### src/design/pdl_defines.svh
// offsets, field positions and reset values of the peripheral disable/lock register
`ifndef PDL_DEFINES_SVH
`define PDL_DEFINES_SVH

`define PDL_ADDR_W 8
`define PDL_DATA_W 8

`define PDL_OFF_CTRL 8'h22
`define PDL_OFF_STATUS 8'h2F

`define PDL_CTRL_RESET 8'h00
`define PDL_CTRL_WMASK 8'hEB

`define PDL_BIT_WP 0
`define PDL_BIT_LOCK 1
`define PDL_BIT_RSVD2 2
`define PDL_BIT_FLOPPY 3
`define PDL_BIT_RSVD4 4
`define PDL_BIT_SER2 5
`define PDL_BIT_SER1 6
`define PDL_BIT_PRINTER 7

`define PDL_LOCK_CFG_HW 2'h1

`define PDL_ST_WP 0
`define PDL_ST_WRITABLE 1
`define PDL_ST_FLOPPY_EN 2
`define PDL_ST_SER2_EN 3
`define PDL_ST_SER1_EN 4
`define PDL_ST_PRINTER_EN 5
`define PDL_ST_LOCKED 6
`define PDL_ST_PIN 7

`define PDL_N_PERIPH 4

`endif

### src/design/pdl_pkg.sv
// types shared by the peripheral disable/lock register files
`default_nettype none

package pdl_pkg;

	typedef logic [7:0] pdl_byte_t;

	typedef enum {
		PDL_ACC_IDLE,
		PDL_ACC_WRITE,
		PDL_ACC_READ
	} pdl_access_t;

	typedef enum {
		PDL_PER_FLOPPY,
		PDL_PER_SER2,
		PDL_PER_SER1,
		PDL_PER_PRINTER
	} pdl_periph_t;

endpackage : pdl_pkg

`default_nettype wire

### src/design/pdl_write_gate.sv
// decides whether the control register may take a write
`include "pdl_defines.svh"
`default_nettype none

module pdl_write_gate (
	input wire logic [1:0] lock_cfg,
	input wire logic lock_pin,
	input wire logic lock_bit,
	output logic writable
);

	logic hw_locked;

	always_comb begin
		// hardware lock only when the pin is configured for it and held high
		hw_locked = (lock_cfg == `PDL_LOCK_CFG_HW) && lock_pin;
		writable = !lock_bit && !hw_locked;
	end

endmodule : pdl_write_gate

`default_nettype wire

### src/design/pdl_periph_gate.sv
// combines activate bits with overrides and gates host accesses
`default_nettype none

module pdl_periph_gate #(
	parameter int N = 4
) (
	input wire logic [N-1:0] activate,
	input wire logic [N-1:0] disable_ovr,
	input wire logic [N-1:0] lpc_sel,
	input wire logic [N-1:0] smb_sel,
	output logic [N-1:0] enabled,
	output logic [N-1:0] lpc_sel_out,
	output logic [N-1:0] smb_sel_out
);

	if (N < 1) begin : g_check
		$error("pdl_periph_gate needs at least one peripheral");
	end

	always_comb begin
		enabled = activate & ~disable_ovr;
		// a disabled peripheral never sees a decode hit from either host path
		lpc_sel_out = lpc_sel & enabled;
		smb_sel_out = smb_sel & enabled;
	end

endmodule : pdl_periph_gate

`default_nettype wire

### src/design/pdl_top.sv
// peripheral disable and lock control register with write-protect combining
//
// Functional notes
// write accepted only if unlocked and hardware lock pin not asserting
// register read-only when lock pin configured and high, or lock bit set
// bit 0 set forces floppy write protection over every other source
// write-protect output is OR of bit 0, drive pin, forced per select
// setting lock bit freezes all bits until power-on or bus reset
// lock bit clears only on power-on reset or host bus reset
// bit 2 reserved, always reads zero
// bit 3 set disables floppy controller over its activate bit
// bit 5 set disables second serial port over its activate bit
// bit 6 set disables first serial port over its activate bit
// bit 7 set disables printer port over its activate bit
// disabled peripheral ignores accesses from both host interfaces
// bit 4 reserved, no effect, reads zero
`include "pdl_defines.svh"
`default_nettype none

module pdl_top #(
	parameter int N_PERIPH = `PDL_N_PERIPH
) (
	input wire logic CLOCK,
	input wire logic RESET,
	input wire logic HOST_RESET,
	input wire logic [7:0] ADDR,
	input wire logic [7:0] WDATA,
	input wire logic WR,
	input wire logic RD,
	output logic [7:0] RDATA,
	input wire logic [1:0] HW_LOCK_CFG,
	input wire logic HW_LOCK_PIN,
	input wire logic WRITE_PROTECT_N,
	input wire logic DRIVE_SELECT0_N,
	input wire logic DRIVE_SELECT1_N,
	input wire logic FORCE_WRITE_PROTECT,
	output logic FLOPPY_WRITE_PROTECT_N,
	output logic FLOPPY_STATUS_A_WP,
	input wire logic [N_PERIPH-1:0] ACTIVATE,
	output logic [N_PERIPH-1:0] PERIPH_ENABLE,
	input wire logic [N_PERIPH-1:0] LPC_SEL,
	input wire logic [N_PERIPH-1:0] SMB_SEL,
	output logic [N_PERIPH-1:0] LPC_SEL_GATED,
	output logic [N_PERIPH-1:0] SMB_SEL_GATED
);

	////////////////////////////////////////////////////////////////////////////
	// elaboration checks

	if (N_PERIPH != `PDL_N_PERIPH) begin : g_check
		$error("pdl_top serves exactly four peripherals");
	end

	////////////////////////////////////////////////////////////////////////////
	// helpers

	function automatic pdl_pkg::pdl_access_t decode_access(
		input logic wr,
		input logic rd
	);
		pdl_pkg::pdl_access_t acc;
		acc = pdl_pkg::PDL_ACC_IDLE;
		if (wr) begin
			acc = pdl_pkg::PDL_ACC_WRITE;
		end else if (rd) begin
			acc = pdl_pkg::PDL_ACC_READ;
		end
		return acc;
	endfunction : decode_access

	function automatic pdl_pkg::pdl_byte_t read_view(
		input pdl_pkg::pdl_byte_t stored
	);
		// reserved bits never reach software
		return stored & `PDL_CTRL_WMASK;
	endfunction : read_view

	////////////////////////////////////////////////////////////////////////////
	// declarations

	pdl_pkg::pdl_access_t access;
	pdl_pkg::pdl_byte_t ctrl_reg;
	pdl_pkg::pdl_byte_t ctrl_next;
	pdl_pkg::pdl_byte_t rdata_reg;
	pdl_pkg::pdl_byte_t rdata_next;
	pdl_pkg::pdl_byte_t status_view;
	logic any_reset;
	logic hit_ctrl;
	logic hit_status;
	logic writable;
	logic lock_bit;
	logic drive_wp_active;
	logic ds0_active;
	logic ds1_active;
	logic wp_active;
	logic wp_reg;
	logic wp_next;
	logic [N_PERIPH-1:0] disable_ovr;
	logic [N_PERIPH-1:0] enabled_comb;
	logic [N_PERIPH-1:0] enable_reg;
	logic [N_PERIPH-1:0] enable_next;

	////////////////////////////////////////////////////////////////////////////
	// bus decode

	always_comb begin
		// power-on and host bus reset act alike on this register
		any_reset = RESET || HOST_RESET;
		access = decode_access(WR, RD);
		hit_ctrl = (ADDR == `PDL_OFF_CTRL);
		hit_status = (ADDR == `PDL_OFF_STATUS);
		lock_bit = ctrl_reg[`PDL_BIT_LOCK];
	end

	////////////////////////////////////////////////////////////////////////////
	// write permission

	pdl_write_gate u_write_gate (
		.lock_cfg(HW_LOCK_CFG),
		.lock_pin(HW_LOCK_PIN),
		.lock_bit(lock_bit),
		.writable(writable)
	);

	////////////////////////////////////////////////////////////////////////////
	// control register

	always_comb begin
		ctrl_next = ctrl_reg;
		case (access)
			pdl_pkg::PDL_ACC_WRITE: begin
				// a refused write is dropped silently, no error is flagged
				if (hit_ctrl && writable) begin
					ctrl_next = WDATA & `PDL_CTRL_WMASK;
				end
			end
			pdl_pkg::PDL_ACC_READ: begin
				ctrl_next = ctrl_reg;
			end
			pdl_pkg::PDL_ACC_IDLE: begin
				ctrl_next = ctrl_reg;
			end
			default: begin
				ctrl_next = ctrl_reg;
			end
		endcase
	end

	always_ff @(posedge CLOCK) begin
		if (any_reset) begin
			ctrl_reg <= `PDL_CTRL_RESET;
		end else begin
			ctrl_reg <= ctrl_next;
		end
	end

	////////////////////////////////////////////////////////////////////////////
	// status view

	always_comb begin
		status_view = '0;
		status_view[`PDL_ST_WP] = wp_reg;
		status_view[`PDL_ST_WRITABLE] = writable;
		status_view[`PDL_ST_FLOPPY_EN] = enable_reg[pdl_pkg::PDL_PER_FLOPPY];
		status_view[`PDL_ST_SER2_EN] = enable_reg[pdl_pkg::PDL_PER_SER2];
		status_view[`PDL_ST_SER1_EN] = enable_reg[pdl_pkg::PDL_PER_SER1];
		status_view[`PDL_ST_PRINTER_EN] = enable_reg[pdl_pkg::PDL_PER_PRINTER];
		status_view[`PDL_ST_LOCKED] = lock_bit;
		status_view[`PDL_ST_PIN] = HW_LOCK_PIN;
	end

	////////////////////////////////////////////////////////////////////////////
	// read data

	always_comb begin
		rdata_next = '0;
		case (access)
			pdl_pkg::PDL_ACC_READ: begin
				if (hit_ctrl) begin
					rdata_next = read_view(ctrl_reg);
				end else if (hit_status) begin
					rdata_next = status_view;
				end else begin
					rdata_next = '0;
				end
			end
			pdl_pkg::PDL_ACC_WRITE: begin
				rdata_next = '0;
			end
			pdl_pkg::PDL_ACC_IDLE: begin
				rdata_next = '0;
			end
			default: begin
				rdata_next = '0;
			end
		endcase
	end

	always_ff @(posedge CLOCK) begin
		if (any_reset) begin
			rdata_reg <= 8'h00;
		end else begin
			rdata_reg <= rdata_next;
		end
	end

	assign RDATA = rdata_reg;

	////////////////////////////////////////////////////////////////////////////
	// floppy write protect

	always_comb begin
		drive_wp_active = !WRITE_PROTECT_N;
		ds0_active = !DRIVE_SELECT0_N;
		ds1_active = !DRIVE_SELECT1_N;
		// bit 0 wins over the pin and the forced option
		wp_active = ctrl_reg[`PDL_BIT_WP]
			|| drive_wp_active
			|| (ds0_active && FORCE_WRITE_PROTECT)
			|| (ds1_active && FORCE_WRITE_PROTECT);
		wp_next = wp_active;
	end

	always_ff @(posedge CLOCK) begin
		if (any_reset) begin
			wp_reg <= 1'b0;
		end else begin
			wp_reg <= wp_next;
		end
	end

	// registered, so the pin reaches the core one cycle late
	assign FLOPPY_WRITE_PROTECT_N = !wp_reg;
	assign FLOPPY_STATUS_A_WP = wp_reg;

	////////////////////////////////////////////////////////////////////////////
	// peripheral overrides

	always_comb begin
		disable_ovr = '0;
		disable_ovr[pdl_pkg::PDL_PER_FLOPPY] = ctrl_reg[`PDL_BIT_FLOPPY];
		disable_ovr[pdl_pkg::PDL_PER_SER2] = ctrl_reg[`PDL_BIT_SER2];
		disable_ovr[pdl_pkg::PDL_PER_SER1] = ctrl_reg[`PDL_BIT_SER1];
		disable_ovr[pdl_pkg::PDL_PER_PRINTER] = ctrl_reg[`PDL_BIT_PRINTER];
	end

	// access gating stays combinational so a decode hit is never delayed
	pdl_periph_gate #(
		.N(N_PERIPH)
	) u_periph_gate (
		.activate(ACTIVATE),
		.disable_ovr(disable_ovr),
		.lpc_sel(LPC_SEL),
		.smb_sel(SMB_SEL),
		.enabled(enabled_comb),
		.lpc_sel_out(LPC_SEL_GATED),
		.smb_sel_out(SMB_SEL_GATED)
	);

	always_comb begin
		enable_next = enabled_comb;
	end

	always_ff @(posedge CLOCK) begin
		if (any_reset) begin
			enable_reg <= '0;
		end else begin
			enable_reg <= enable_next;
		end
	end

	assign PERIPH_ENABLE = enable_reg;

endmodule : pdl_top

`default_nettype wire

### config.mk
export PLATFORM = sky130hd
export DESIGN_NAME = pdl_top
export DESIGN_NICKNAME = d
export VERILOG_FILES = /design/src/design/pdl_pkg.sv /design/src/design/pdl_write_gate.sv /design/src/design/pdl_periph_gate.sv /design/src/design/pdl_top.sv
export VERILOG_INCLUDE_DIRS = /design/src /design/src/design
export SDC_FILE = /design/constraint.sdc
export NUM_CORES = 1
export LEC_CHECK = 0
export BUFFER_PORTS_ARGS = -buffer_cell sky130_fd_sc_hd__buf_2
export CORE_MARGIN = 1
export CORE_UTILIZATION = 38
export CTS_CLUSTER_DIAMETER = 30
export DETAILED_ROUTE_END_ITERATION = 8
export PLACE_DENSITY_LB_ADDON = 0.25
export SETUP_SLACK_MARGIN = 0.5
export SYNTH_ARGS = -nofsm -noshare
export SYNTH_HDL_FRONTEND = slang
export SYNTH_SLANG_ARGS = --single-unit
export TNS_END_PERCENT = 1
### constraint.sdc
create_clock -name CLOCK -period 1.5 [get_ports CLOCK]
set_input_delay 0.15 -clock CLOCK [delete_from_list [all_inputs] [get_ports CLOCK]]
set_output_delay 0.15 -clock CLOCK [all_outputs]
set_load 0.02 [all_outputs]
Yosys cells after proc, flatten, opt, wreduce, memory -nomap -nowiden
Cells that the tools add are included.

storage, ports and cells
  output and inout port bits = 22
  register bits = 19
  logic and storage cells = 38
  input bits = 40

operators by class
  reduce and logical (&&, ||, !) cells = 18
  eq/ne operators = 5
  bitwise operators = 6
  multiplexer cells = 4

operators by type and width
  cell                                                              number
  32-bit by 1-bit == test with 1-bit output, second input constant  1
  32-bit by 2-bit == test with 1-bit output, second input constant  1
  32-bit two-way mux                                                1
  8-bit by 6-bit == test with 1-bit output, second input constant   2
  8-bit two-way mux                                                 2
  4-bit bitwise AND                                                 3
  1-bit logical NOT                                                 6
  1-bit logical AND                                                 5
  1-bit logical OR                                                  4
  4-bit NOT                                                         1
  4-bit OR reduction                                                1
  2-bit by 1-bit == test with 1-bit output, second input constant   1
  2-bit two-way mux                                                 1
  1-bit NOT                                                         2
  2-bit AND reduction                                               1
  2-bit OR reduction                                                1

Longest topological paths before layout
Gate-level depths: netlist of run 1.

  word-level depth = 6
  depth in mapped cells = 4
  depth with buffers taken out = 3

Hierarchy
Synthesis of run 1 repeated with hierarchy kept, for this count alone.

second synthesis, totals
  cells, all modules = 88
  area, all modules = 819.5 um^2

modules (own cells, without submodules)
  module           cells each  area each (um^2)  instances  sequential area each (um^2)
  pdl_top          74          714.4             1          380.4
  pdl_periph_gate  12          95.1              1          0.0
  pdl_write_gate   2           10.0              1          0.0

Least setup slack after synthesis of run 1
OpenSTA, ideal clock, no wires.

  path type = register to register
  start point = reg ctrl_reg[1]
  end point = reg ctrl_reg[0]
  clock period less this slack = 1.114 ns
  buffers on the path = 1
  slack = 0.386 ns
  data required time = 1.428 ns
  data arrival time = 1.042 ns
  library setup time = 0.072 ns
  cell stages (with the launch flop) = 5
  path through = dfxtp_1 nor4bb_1 and4b_1 buf_6 mux2i_1

between the ends
  longest elaborated chain between the ends = 4

ends and longest elaborated chain
  element                               RTL line              RTL
  start: declaration                    pdl_top.sv:82         pdl_pkg::pdl_byte_t ctrl_reg;
  start signal: assignment              pdl_top.sv:151        ctrl_reg <= `PDL_CTRL_RESET;
  start signal: assignment              pdl_top.sv:153        ctrl_reg <= ctrl_next;
  1-bit logical NOT                     pdl_write_gate.sv:17  writable = !lock_bit && !hw_locked;
  1-bit logical AND                     pdl_write_gate.sv:17
  1-bit logical AND                     pdl_top.sv:133        if (hit_ctrl && writable) begin
  2-bit AND reduction (no source line)  -

Every way passes these cells.
A chain may end at the register's enable or synchronous reset.

Final worst setup path of run 1
  start point = reg ctrl_reg[1]
  end point = reg ctrl_reg[5]

The elaborated chain is that of the path after synthesis.

==> flow_summary.json, run 1 <==
{
  "whs_ps": 41.56,
  "io_buffers": 59,
  "arrival_ps": 1450,
  "wl_per_cell_um": 10.79,
  "drc_errors": 0,
  "h-tree-depth": 1,
  "crit_buf_inv": 0,
  "setup_viol": 0,
  "finalPower_uw": 905.7,
  "slowest_delay_ps": 380,
  "clock-root-buffer": "clkbuf_4",
  "drtAntennaViolNets": 0,
  "fillCellCount": 176,
  "dp.final_hpwl_mm": 1.545,
  "clk_pin_slew_worst_paths_ps": 100,
  "r2r-start": "ctrl_reg[1]$_SDFFE_PP0P_",
  "crit_cells": 3,
  "dr.first_iter.drc_count": 12,
  "synth-seq-area-share_pct": 46.70,
  "relSlewSlack_pct": 81.32,
  "dr_total_vias": 823,
  "antenna_found_initial": 0,
  "drv_cap": 0,
  "status": "finished clean",
  "synth_seq_cells": 19,
  "fin_cells": 174,
  "dieHeight_um": 48.30,
  "gr-total-overflow": 0,
  "place_area_um2": 1145,
  "critPathSlowestCell": "and4b_2",
  "min_period_ps": 1227,
  "cts_buffers": 3,
  "die-area_um2": 2332,
  "die-width_um": 48.30,
  "clk_path_buf_depth": 2,
  "power-per-cell-area_nw_per_um2": 762.8,
  "synth.cell_area_um2": 814.5,
  "synth_nets": 123,
  "rsz0062_at_grt": "true",
  "layout_common_cells": "buf_2, dfxtp_1, nand2_1",
  "skew_ps": 3.937,
  "cts_sinks": 19,
  "grt_pass1_wl_mm": 2.884,
  "synth_cell_types": 24,
  "routed_wl_mm": 1.877,
  "avgSynthCellArea_um2": 9.814,
  "clk_latency_ps": 290,
  "initial_core_util_pct": 41.10,
  "hold_class": "in2reg",
  "dp.cells": 169,
  "core_um2": 1982,
  "drive_gt1_share_pct": 50.34,
  "crit_path_start_kind": "flip-flop",
  "drv_slew": 0,
  "fmax_ghz": 0.8152,
  "vdd.ir_drop.worst_mv": 0.6393,
  "dr.pass1.iters": 4,
  "crit_end": "ctrl_reg[5]$_SDFFE_PP0P_",
  "final.setup.worst_slack_ps": 273.3,
  "hold_viol": 0,
  "rows": 16,
  "period_share_pct": 81.78,
  "worstPathRequired_ps": 1730,
  "critical_path.max_fanout": 6,
  "finalSetupTns_ps": 0,
  "r2r-end": "ctrl_reg[5]$_SDFFE_PP0P_",
  "synthCells": 83,
  "fin_area_um2": 1187,
  "routabilityCongestion": 0.7510,
  "grt_usage_pct": 18.17,
  "ios": 62,
  "place_ws_ps": 212.7,
  "area_delta_synth_final_pct": 45.78,
  "utilization_pct": 59.91,
  "crit_family": "simple AND/OR/NAND/NOR gates",
  "ys_warn_count": 0,
  "viasPerCell": 4.730,
  "grt_max_degree": 11,
  "final_nets": 188,
  "grt_pass1_vias": 701,
  "largest_reg_flops": 8,
  "tightest_slew_ps": 279.6,
  "crit_type": "reg2reg",
  "reg2reg_slack_ps": 270,
  "power.leakage_nw": 0.5893,
  "cp_cell_sequence": "nor4bb_2 -> and4b_2 -> mux2i_1",
  "cts_tree": "done",
  "startpoint": "ctrl_reg[1]$_SDFFE_PP0P_",
  "antenna_cells": 0,
  "layout_commonest_cell": "buf_2",
  "crit_path_end_kind": "flip-flop",
  "reg2reg_depth": 3
}
==> final cells by class <==
cell class / instances / area, µm² / area share [%]
Multi-Input combinational cell: 58 / 411.6 / 34.67
Sequential cell: 19 / 382.9 / 32.24
Timing Repair Buffer: 62 / 317.8 / 26.77
Tap cell: 27 / 33.78 / 2.845
Clock buffer: 4 / 26.28 / 2.213
Inverter: 4 / 15.01 / 1.264
==> cells by family after synthesis <==
| family | count (synthesis) | synth area share (%) |
|---|---|---|
| AOI/OAI and AO/OA | 8 | 7.220 |
| and+or+nand+nor | 45 | 36.25 |
| buffers and inverters | 6 | 3.686 |
| DFF | 19 | 46.70 |
| muxes | 5 | 6.145 |
==> Yosys cell counts, drive strengths merged <==
cell	number	area [µm²]
dfxtp	19	380.4
nand2	13	48.80
and3b	9	78.83
nor2	6	22.52
a22oi	5	37.54
mux2i	5	50.05
nor3b	5	37.54
inv	4	15.01
nor3	3	26.28
a21oi	1	5.000
a22o	1	10.01
a31oi	1	6.260
and2	1	6.260
and3	1	7.510
and4b	1	10.01
buf	1	11.26
clkbuf	1	3.750
nand3	1	5.000
nand4b	1	15.01
nor4b	1	15.01
nor4bb	1	10.01
or2	1	6.260
or3	1	6.260
==> worst min path at each step <==
stage / from / to / slack [ps] / cells after the start
5_1_grt: WRITE_PROTECT_N / FLOPPY_STATUS_A_WP$_SDFF_PP0_ / 40 / 2
6_report: WRITE_PROTECT_N / FLOPPY_STATUS_A_WP$_SDFF_PP0_ / 40 / 2
4_1_cts: WRITE_PROTECT_N / FLOPPY_STATUS_A_WP$_SDFF_PP0_ / 40 / 2
3_3_place_gp: WRITE_PROTECT_N / FLOPPY_STATUS_A_WP$_SDFF_PP0_ / 350 / 2
2_1_floorplan: WRITE_PROTECT_N / FLOPPY_STATUS_A_WP$_SDFF_PP0_ / 260 / 1
3_5_place_dp: WRITE_PROTECT_N / FLOPPY_STATUS_A_WP$_SDFF_PP0_ / 360 / 2
==> power breakdown <==
part | internal (mW) | switching (mW)
Combinational | 0.0709 | 0.0713
Clock | 0.104 | 0.147
Sequential | 0.510 | 0.00302
Total | 0.684 | 0.221
==> layer usage <==
| layer | vias to the layer above | wire length [µm] | track usage (%) |
|---|---|---|---|
| met3 | 3 | 133 | 6.667 |
| met4 | 0 | 11 | 5.000 |
| met1 | 365 | 777 | 21.80 |
| li1 | 421 | - | - |
| met2 | 34 | 955 | 30.40 |
| met5 | - | 0 | 0 |
==> repair_timing <==
item                                    CTS  global route
endpoints found under the hold margin     0             0
setup buffers                             1             0
hold buffers                              0             0
endpoints found under the setup margin   14            17
gates resized for setup                   2             1
pin swaps                                 1             1
No activity file was read; power rests on OpenSTA's default activity.
==> run 2: changes to the inputs <==
- CORE_UTILIZATION: 38 -> 35
- clock period: 1.5 -> 1.1 ns (I/O delays scaled with it)
==> run 2 against run 1 <==
The run now ends with negative hold slack, negative setup slack left. Sequential share of layout area decreased by 2.2 points. Wire length increased by 10%. Clock skew increased by 1.8 ps. Critical endpoint unchanged. Highest routed layer unchanged.
==> flow_summary.json, run 2 (synthesized netlist as in run 1, its figures left out) <==
{
  "tightest_slew_ps": 314.7,
  "violations": "negative hold slack, negative setup slack",
  "finalSetupTns_ps": -470.2,
  "arrival_ps": 1410,
  "grt_max_degree": 12,
  "relSlewSlack_pct": 78.97,
  "drtAntennaViolNets": 0,
  "startpoint": "ctrl_reg[1]$_SDFFE_PP0P_",
  "wl_per_cell_um": 11.73,
  "cts_sinks": 19,
  "status": "finished, violations left",
  "power-per-cell-area_nw_per_um2": 947.7,
  "die-width_um": 50.24,
  "vdd.ir_drop.worst_mv": 0.6586,
  "h-tree-depth": 1,
  "drv_cap": 0,
  "largest_reg_flops": 8,
  "dp.cells": 172,
  "seqCellArea_um2": 402.9,
  "min_period_ps": 1189,
  "drive_gt1_share_pct": 63.51,
  "gr-total-overflow": 0,
  "layout_commonest_cell": "buf_2",
  "worstPathRequired_ps": 1320,
  "fin_cells": 176,
  "area_delta_synth_final_pct": 64.82,
  "initial_core_util_pct": 36.82,
  "fillCellCount": 201,
  "dr.pass1.iters": 4,
  "routabilityCongestion": 0.8011,
  "cts_tree": "done",
  "grt_usage_pct": 16.83,
  "period_share_pct": 108.0,
  "whs_ps": -2.461,
  "routed_wl_mm": 2.065,
  "final_nets": 189,
  "drv_slew": 0,
  "clk_path_buf_depth": 2,
  "rsz0062_at_grt": "true",
  "setup_viol": 11,
  "rows": 17,
  "cts_buffers": 3,
  "clk_pin_slew_worst_paths_ps": 110,
  "io_buffers": 59,
  "dp.final_hpwl_mm": 1.579,
  "dr_total_vias": 845,
  "r2r-start": "ctrl_reg[1]$_SDFFE_PP0P_",
  "hold_viol": 1,
  "postCtsSetupRepairBufs": 0,
  "place_ws_ps": -69.56,
  "core_um2": 2212,
  "clk_latency_ps": 290,
  "grt_pass1_wl_mm": 3.305,
  "antenna_found_initial": 0,
  "worstHoldStart": "WRITE_PROTECT_N",
  "final.setup.worst_slack_ps": -88.52,
  "fmax_ghz": 0.8414,
  "dieHeight_um": 50.24,
  "power.leakage_nw": 0.6172,
  "grt_pass1_vias": 770,
  "ios": 62,
  "skew_ps": 5.781,
  "die-area_um2": 2524,
  "drc_errors": 0,
  "utilization_pct": 60.69,
  "crit_type": "reg2reg",
  "hold_class": "in2reg",
  "dr.first_iter.drc_count": 10,
  "crit_path_end_kind": "flip-flop",
  "crit_path_start_kind": "flip-flop",
  "viasPerCell": 4.801,
  "critical_path.max_fanout": 6,
  "antenna_cells": 0,
  "layout_common_cells": "buf_2, buf_6, dfxtp_2",
  "multiInputGateArea_um2": 417.9,
  "clock-root-buffer": "clkbuf_4"
}
==> run 2: changes by cell type in the layout (fill, tap and decap cells not counted), sizes merged <==
cell	change
clkbuf	-1
buf	+1
clkinv	+1
==> run 2: report_power, final <==
part	total [mW]	internal, mW	switching, mW
clock	0.349	0.135	0.214
combinational	0.220	0.118	0.102
sequential	0.703	0.697	0.00660
==> run 2: layout make-up <==
type,count,share of cell area [%]
timing repair buffer,63,33.08
multi-input combinational,58,31.13
sequential,19,30.01
tap,28,2.610
clock buffer,3,1.678
inverter,4,1.118
clock inverter,1,0.3728
==> run 2: what timing repair did <==
item,in CTS,in global routing
hold endpoints to repair,1,0
setup endpoints to repair,39,41
gates resized for setup,51,8
pin swaps,5,2
==> run 2: routing by layer <==
metal	track usage (%)	share of wire (%)	wire length (µm)	vias up
li1	-	-	-	425
met1	19.37	40	836	392
met2	30.67	54	1108	26
met3	3.333	5.0	104	2
met4	5.238	0.73	15	0
met5	0	0	0	-
==> run 2: worst paths after layout <==
check / to / slack, ps / depth (start not counted)
max: ctrl_reg[5]$_SDFFE_PP0P_ / -90 / 4
min: FLOPPY_STATUS_A_WP$_SDFF_PP0_ / -2 / 2
max reg2reg: ctrl_reg[5]$_SDFFE_PP0P_ / -90 / 4
min reg2reg: PERIPH_ENABLE[0]$_SDFF_PP0_ / 450 / 1
==> run 2: worst max-delay path: stages, from the launching register on <==
cell      delay [ps]
dfxtp_2          330
nor4bb_1         230
and4b_1          250
buf_6            140
mux2i_1          180
==> run 2: through the flow <==
stage	power [mW]	instance area, µm²
6_report	1.272	1343
4_1_cts	1.268	1320
3_3_place_gp	0.9042	1161
2_1_floorplan	0.7995	815.8
3_5_place_dp	0.9090	1161
5_1_grt	1.317	1343
==> run 3: changes to the inputs <==
- CORE_UTILIZATION: 35 -> 40
- clock period: 1.1 -> 1.5 ns (I/O delays scaled with it)
==> run 3 against run 2 <==
The flow now finishes without violations. Flip-flop and latch count unchanged. Maximum frequency decreased by 3.4%. Count of clock-buffer cells in the layout unchanged. Critical path depth fell by 1. Register-to-register slack better by 360 ps. Clock power decreased by 26%. Die area decreased by 12%. Final cell count fell by 2.3%. Combinational power is 34% lower.
==> flow_summary.json, run 3 (synthesized netlist as in run 1, its figures left out) <==
{
  "wl_per_cell_um": 11.77,
  "crit_buf_inv": 0,
  "hold_viol": 0,
  "hold_depth": 2,
  "fin_cells": 172,
  "reg2reg_depth": 3,
  "hold_class": "in2reg",
  "dr.pass1.iters": 4,
  "drc_errors": 0,
  "final.setup.worst_slack_ps": 269.8,
  "power.leakage_nw": 0.5915,
  "r2r-start": "ctrl_reg[1]$_SDFFE_PP0P_",
  "finalSetupTns_ps": 0,
  "critical_path.max_fanout": 6,
  "arrival_ps": 1460,
  "slowest_delay_ps": 380,
  "dr.first_iter.drc_count": 17,
  "drtAntennaViolNets": 0,
  "setup_viol": 0,
  "place_ws_ps": 195.0,
  "cts_buffers": 3,
  "hold_end": "FLOPPY_STATUS_A_WP$_SDFF_PP0_",
  "rsz0062_at_grt": "true",
  "gr-total-overflow": 0,
  "cts_tree": "done",
  "drv_slew": 0,
  "clk_path_buf_depth": 2,
  "die-area_um2": 2221,
  "drv_cap": 0,
  "worstHoldStart": "WRITE_PROTECT_N",
  "dr_total_vias": 841,
  "crit_path_start_kind": "flip-flop",
  "groute.layer.met2.usage_pct": 35.83,
  "antenna_found_initial": 0,
  "antenna_cells": 0,
  "tightest_slew_ps": 334.4,
  "core_um2": 1821,
  "largest_reg_flops": 8,
  "cts_hold_buf": 0,
  "final_nets": 188,
  "io_buffers": 59,
  "clk_latency_ps": 300,
  "crit_type": "reg2reg",
  "power-per-cell-area_nw_per_um2": 773.2,
  "fillCellCount": 170,
  "viasPerCell": 4.890,
  "routed_wl_mm": 2.025,
  "grt_usage_pct": 20.40,
  "dp.cells": 167,
  "dieHeight_um": 47.13,
  "dp.final_hpwl_mm": 1.659,
  "layout_common_cells": "buf_2, dfxtp_1, nand2_1",
  "drive_gt1_share_pct": 50.34,
  "fmax_ghz": 0.8129,
  "top_usage_layer": "met2",
  "relSlewSlack_pct": 77.66,
  "h-tree-depth": 1,
  "period_share_pct": 82.01,
  "min_period_ps": 1230,
  "skew_ps": 7.107,
  "clock-root-buffer": "clkbuf_4",
  "reg2reg_slack_ps": 270,
  "crit_family": "simple AND/OR/NAND/NOR gates",
  "grt_max_degree": 12,
  "use_met3_pct": 4.231,
  "worstPathRequired_ps": 1730,
  "clk_pin_slew_worst_paths_ps": 110,
  "use_met1_pct": 22.82,
  "cp_cell_sequence": "nor4bb_2 -> and4b_2 -> mux2i_1",
  "grt_pass1_wl_mm": 3.098,
  "die-width_um": 47.13,
  "startpoint": "ctrl_reg[1]$_SDFFE_PP0P_",
  "layout_commonest_cell": "buf_2",
  "rows": 15,
  "cts_sinks": 19,
  "crit_path_end_kind": "flip-flop",
  "status": "finished clean",
  "vdd.ir_drop.worst_mv": 0.4751,
  "initial_core_util_pct": 44.74,
  "area_delta_synth_final_pct": 45.47,
  "ios": 62,
  "grt_pass1_vias": 782,
  "r2r-end": "ctrl_reg[5]$_SDFFE_PP0P_",
  "routabilityCongestion": 0.7594,
  "critPathSlowestCell": "and4b_2"
}
[run 3: power by group]
group / internal [mW] / switching, mW / leakage, nW
clock network: 0.0992 / 0.159 / 0.0177
logic: 0.0709 / 0.0737 / 0.419
registers: 0.510 / 0.00317 / 0.154
[run 3: area by class of cell]
class | instances | area (µm²) | area share (%)
multi-input cells | 58 | 411.6 | 34.74
flip-flops and latches | 19 | 381.6 | 32.21
repair buffers | 62 | 317.8 | 26.82
well taps | 25 | 31.28 | 2.640
clock buffers | 3 | 22.52 | 1.901
inverters | 4 | 15.01 | 1.267
clock inverters | 1 | 5.005 | 0.4224
[run 3: how the worst max path moves through the flow]
stage,to,slack (ps),cells past startpoint
floorplan,ctrl_reg[0]$_SDFFE_PP0P_,400,4
global placement,ctrl_reg[3]$_SDFFE_PP0P_,230,4
detailed placement,ctrl_reg[7]$_SDFFE_PP0P_,200,4
CTS,ctrl_reg[7]$_SDFFE_PP0P_,230,3
global route,ctrl_reg[3]$_SDFFE_PP0P_,170,3
finish,ctrl_reg[5]$_SDFFE_PP0P_,270,3
[run 3: routing by layer]
metal | up-vias | wire length [µm]
met3 | 4 | 125
li1 | 421 | -
met4 | 0 | 33
met1 | 377 | 738
met5 | - | 0
met2 | 39 | 1127
[run 3: stage by stage]
| stage | power, mW | hold WS, ps | area (µm²) | utilization [%] |
|---|---|---|---|---|
| floorplan | 0.5863 | 263.4 | 815.8 | - |
| global placement | 0.6621 | 350.6 | 1142 | 62.75 |
| detailed placement | 0.6670 | 358.5 | 1142 | 62.75 |
| CTS | 0.9140 | 41.49 | 1179 | 64.74 |
| global route | 0.9618 | 41.36 | 1185 | 65.09 |
| finish | 0.9162 | 46.82 | 1185 | 65.09 |
[run 3: repair_timing]
| item | CTS | global route |
|---|---|---|
| cloned | 0 | 0 |
| buffers inserted | 1 | 0 |
| gates resized for setup | 1 | 1 |
| pin swaps | 2 | 2 |
| setup endpoints to repair | 14 | 19 |
| endpoints found under the hold margin | 0 | 0 |
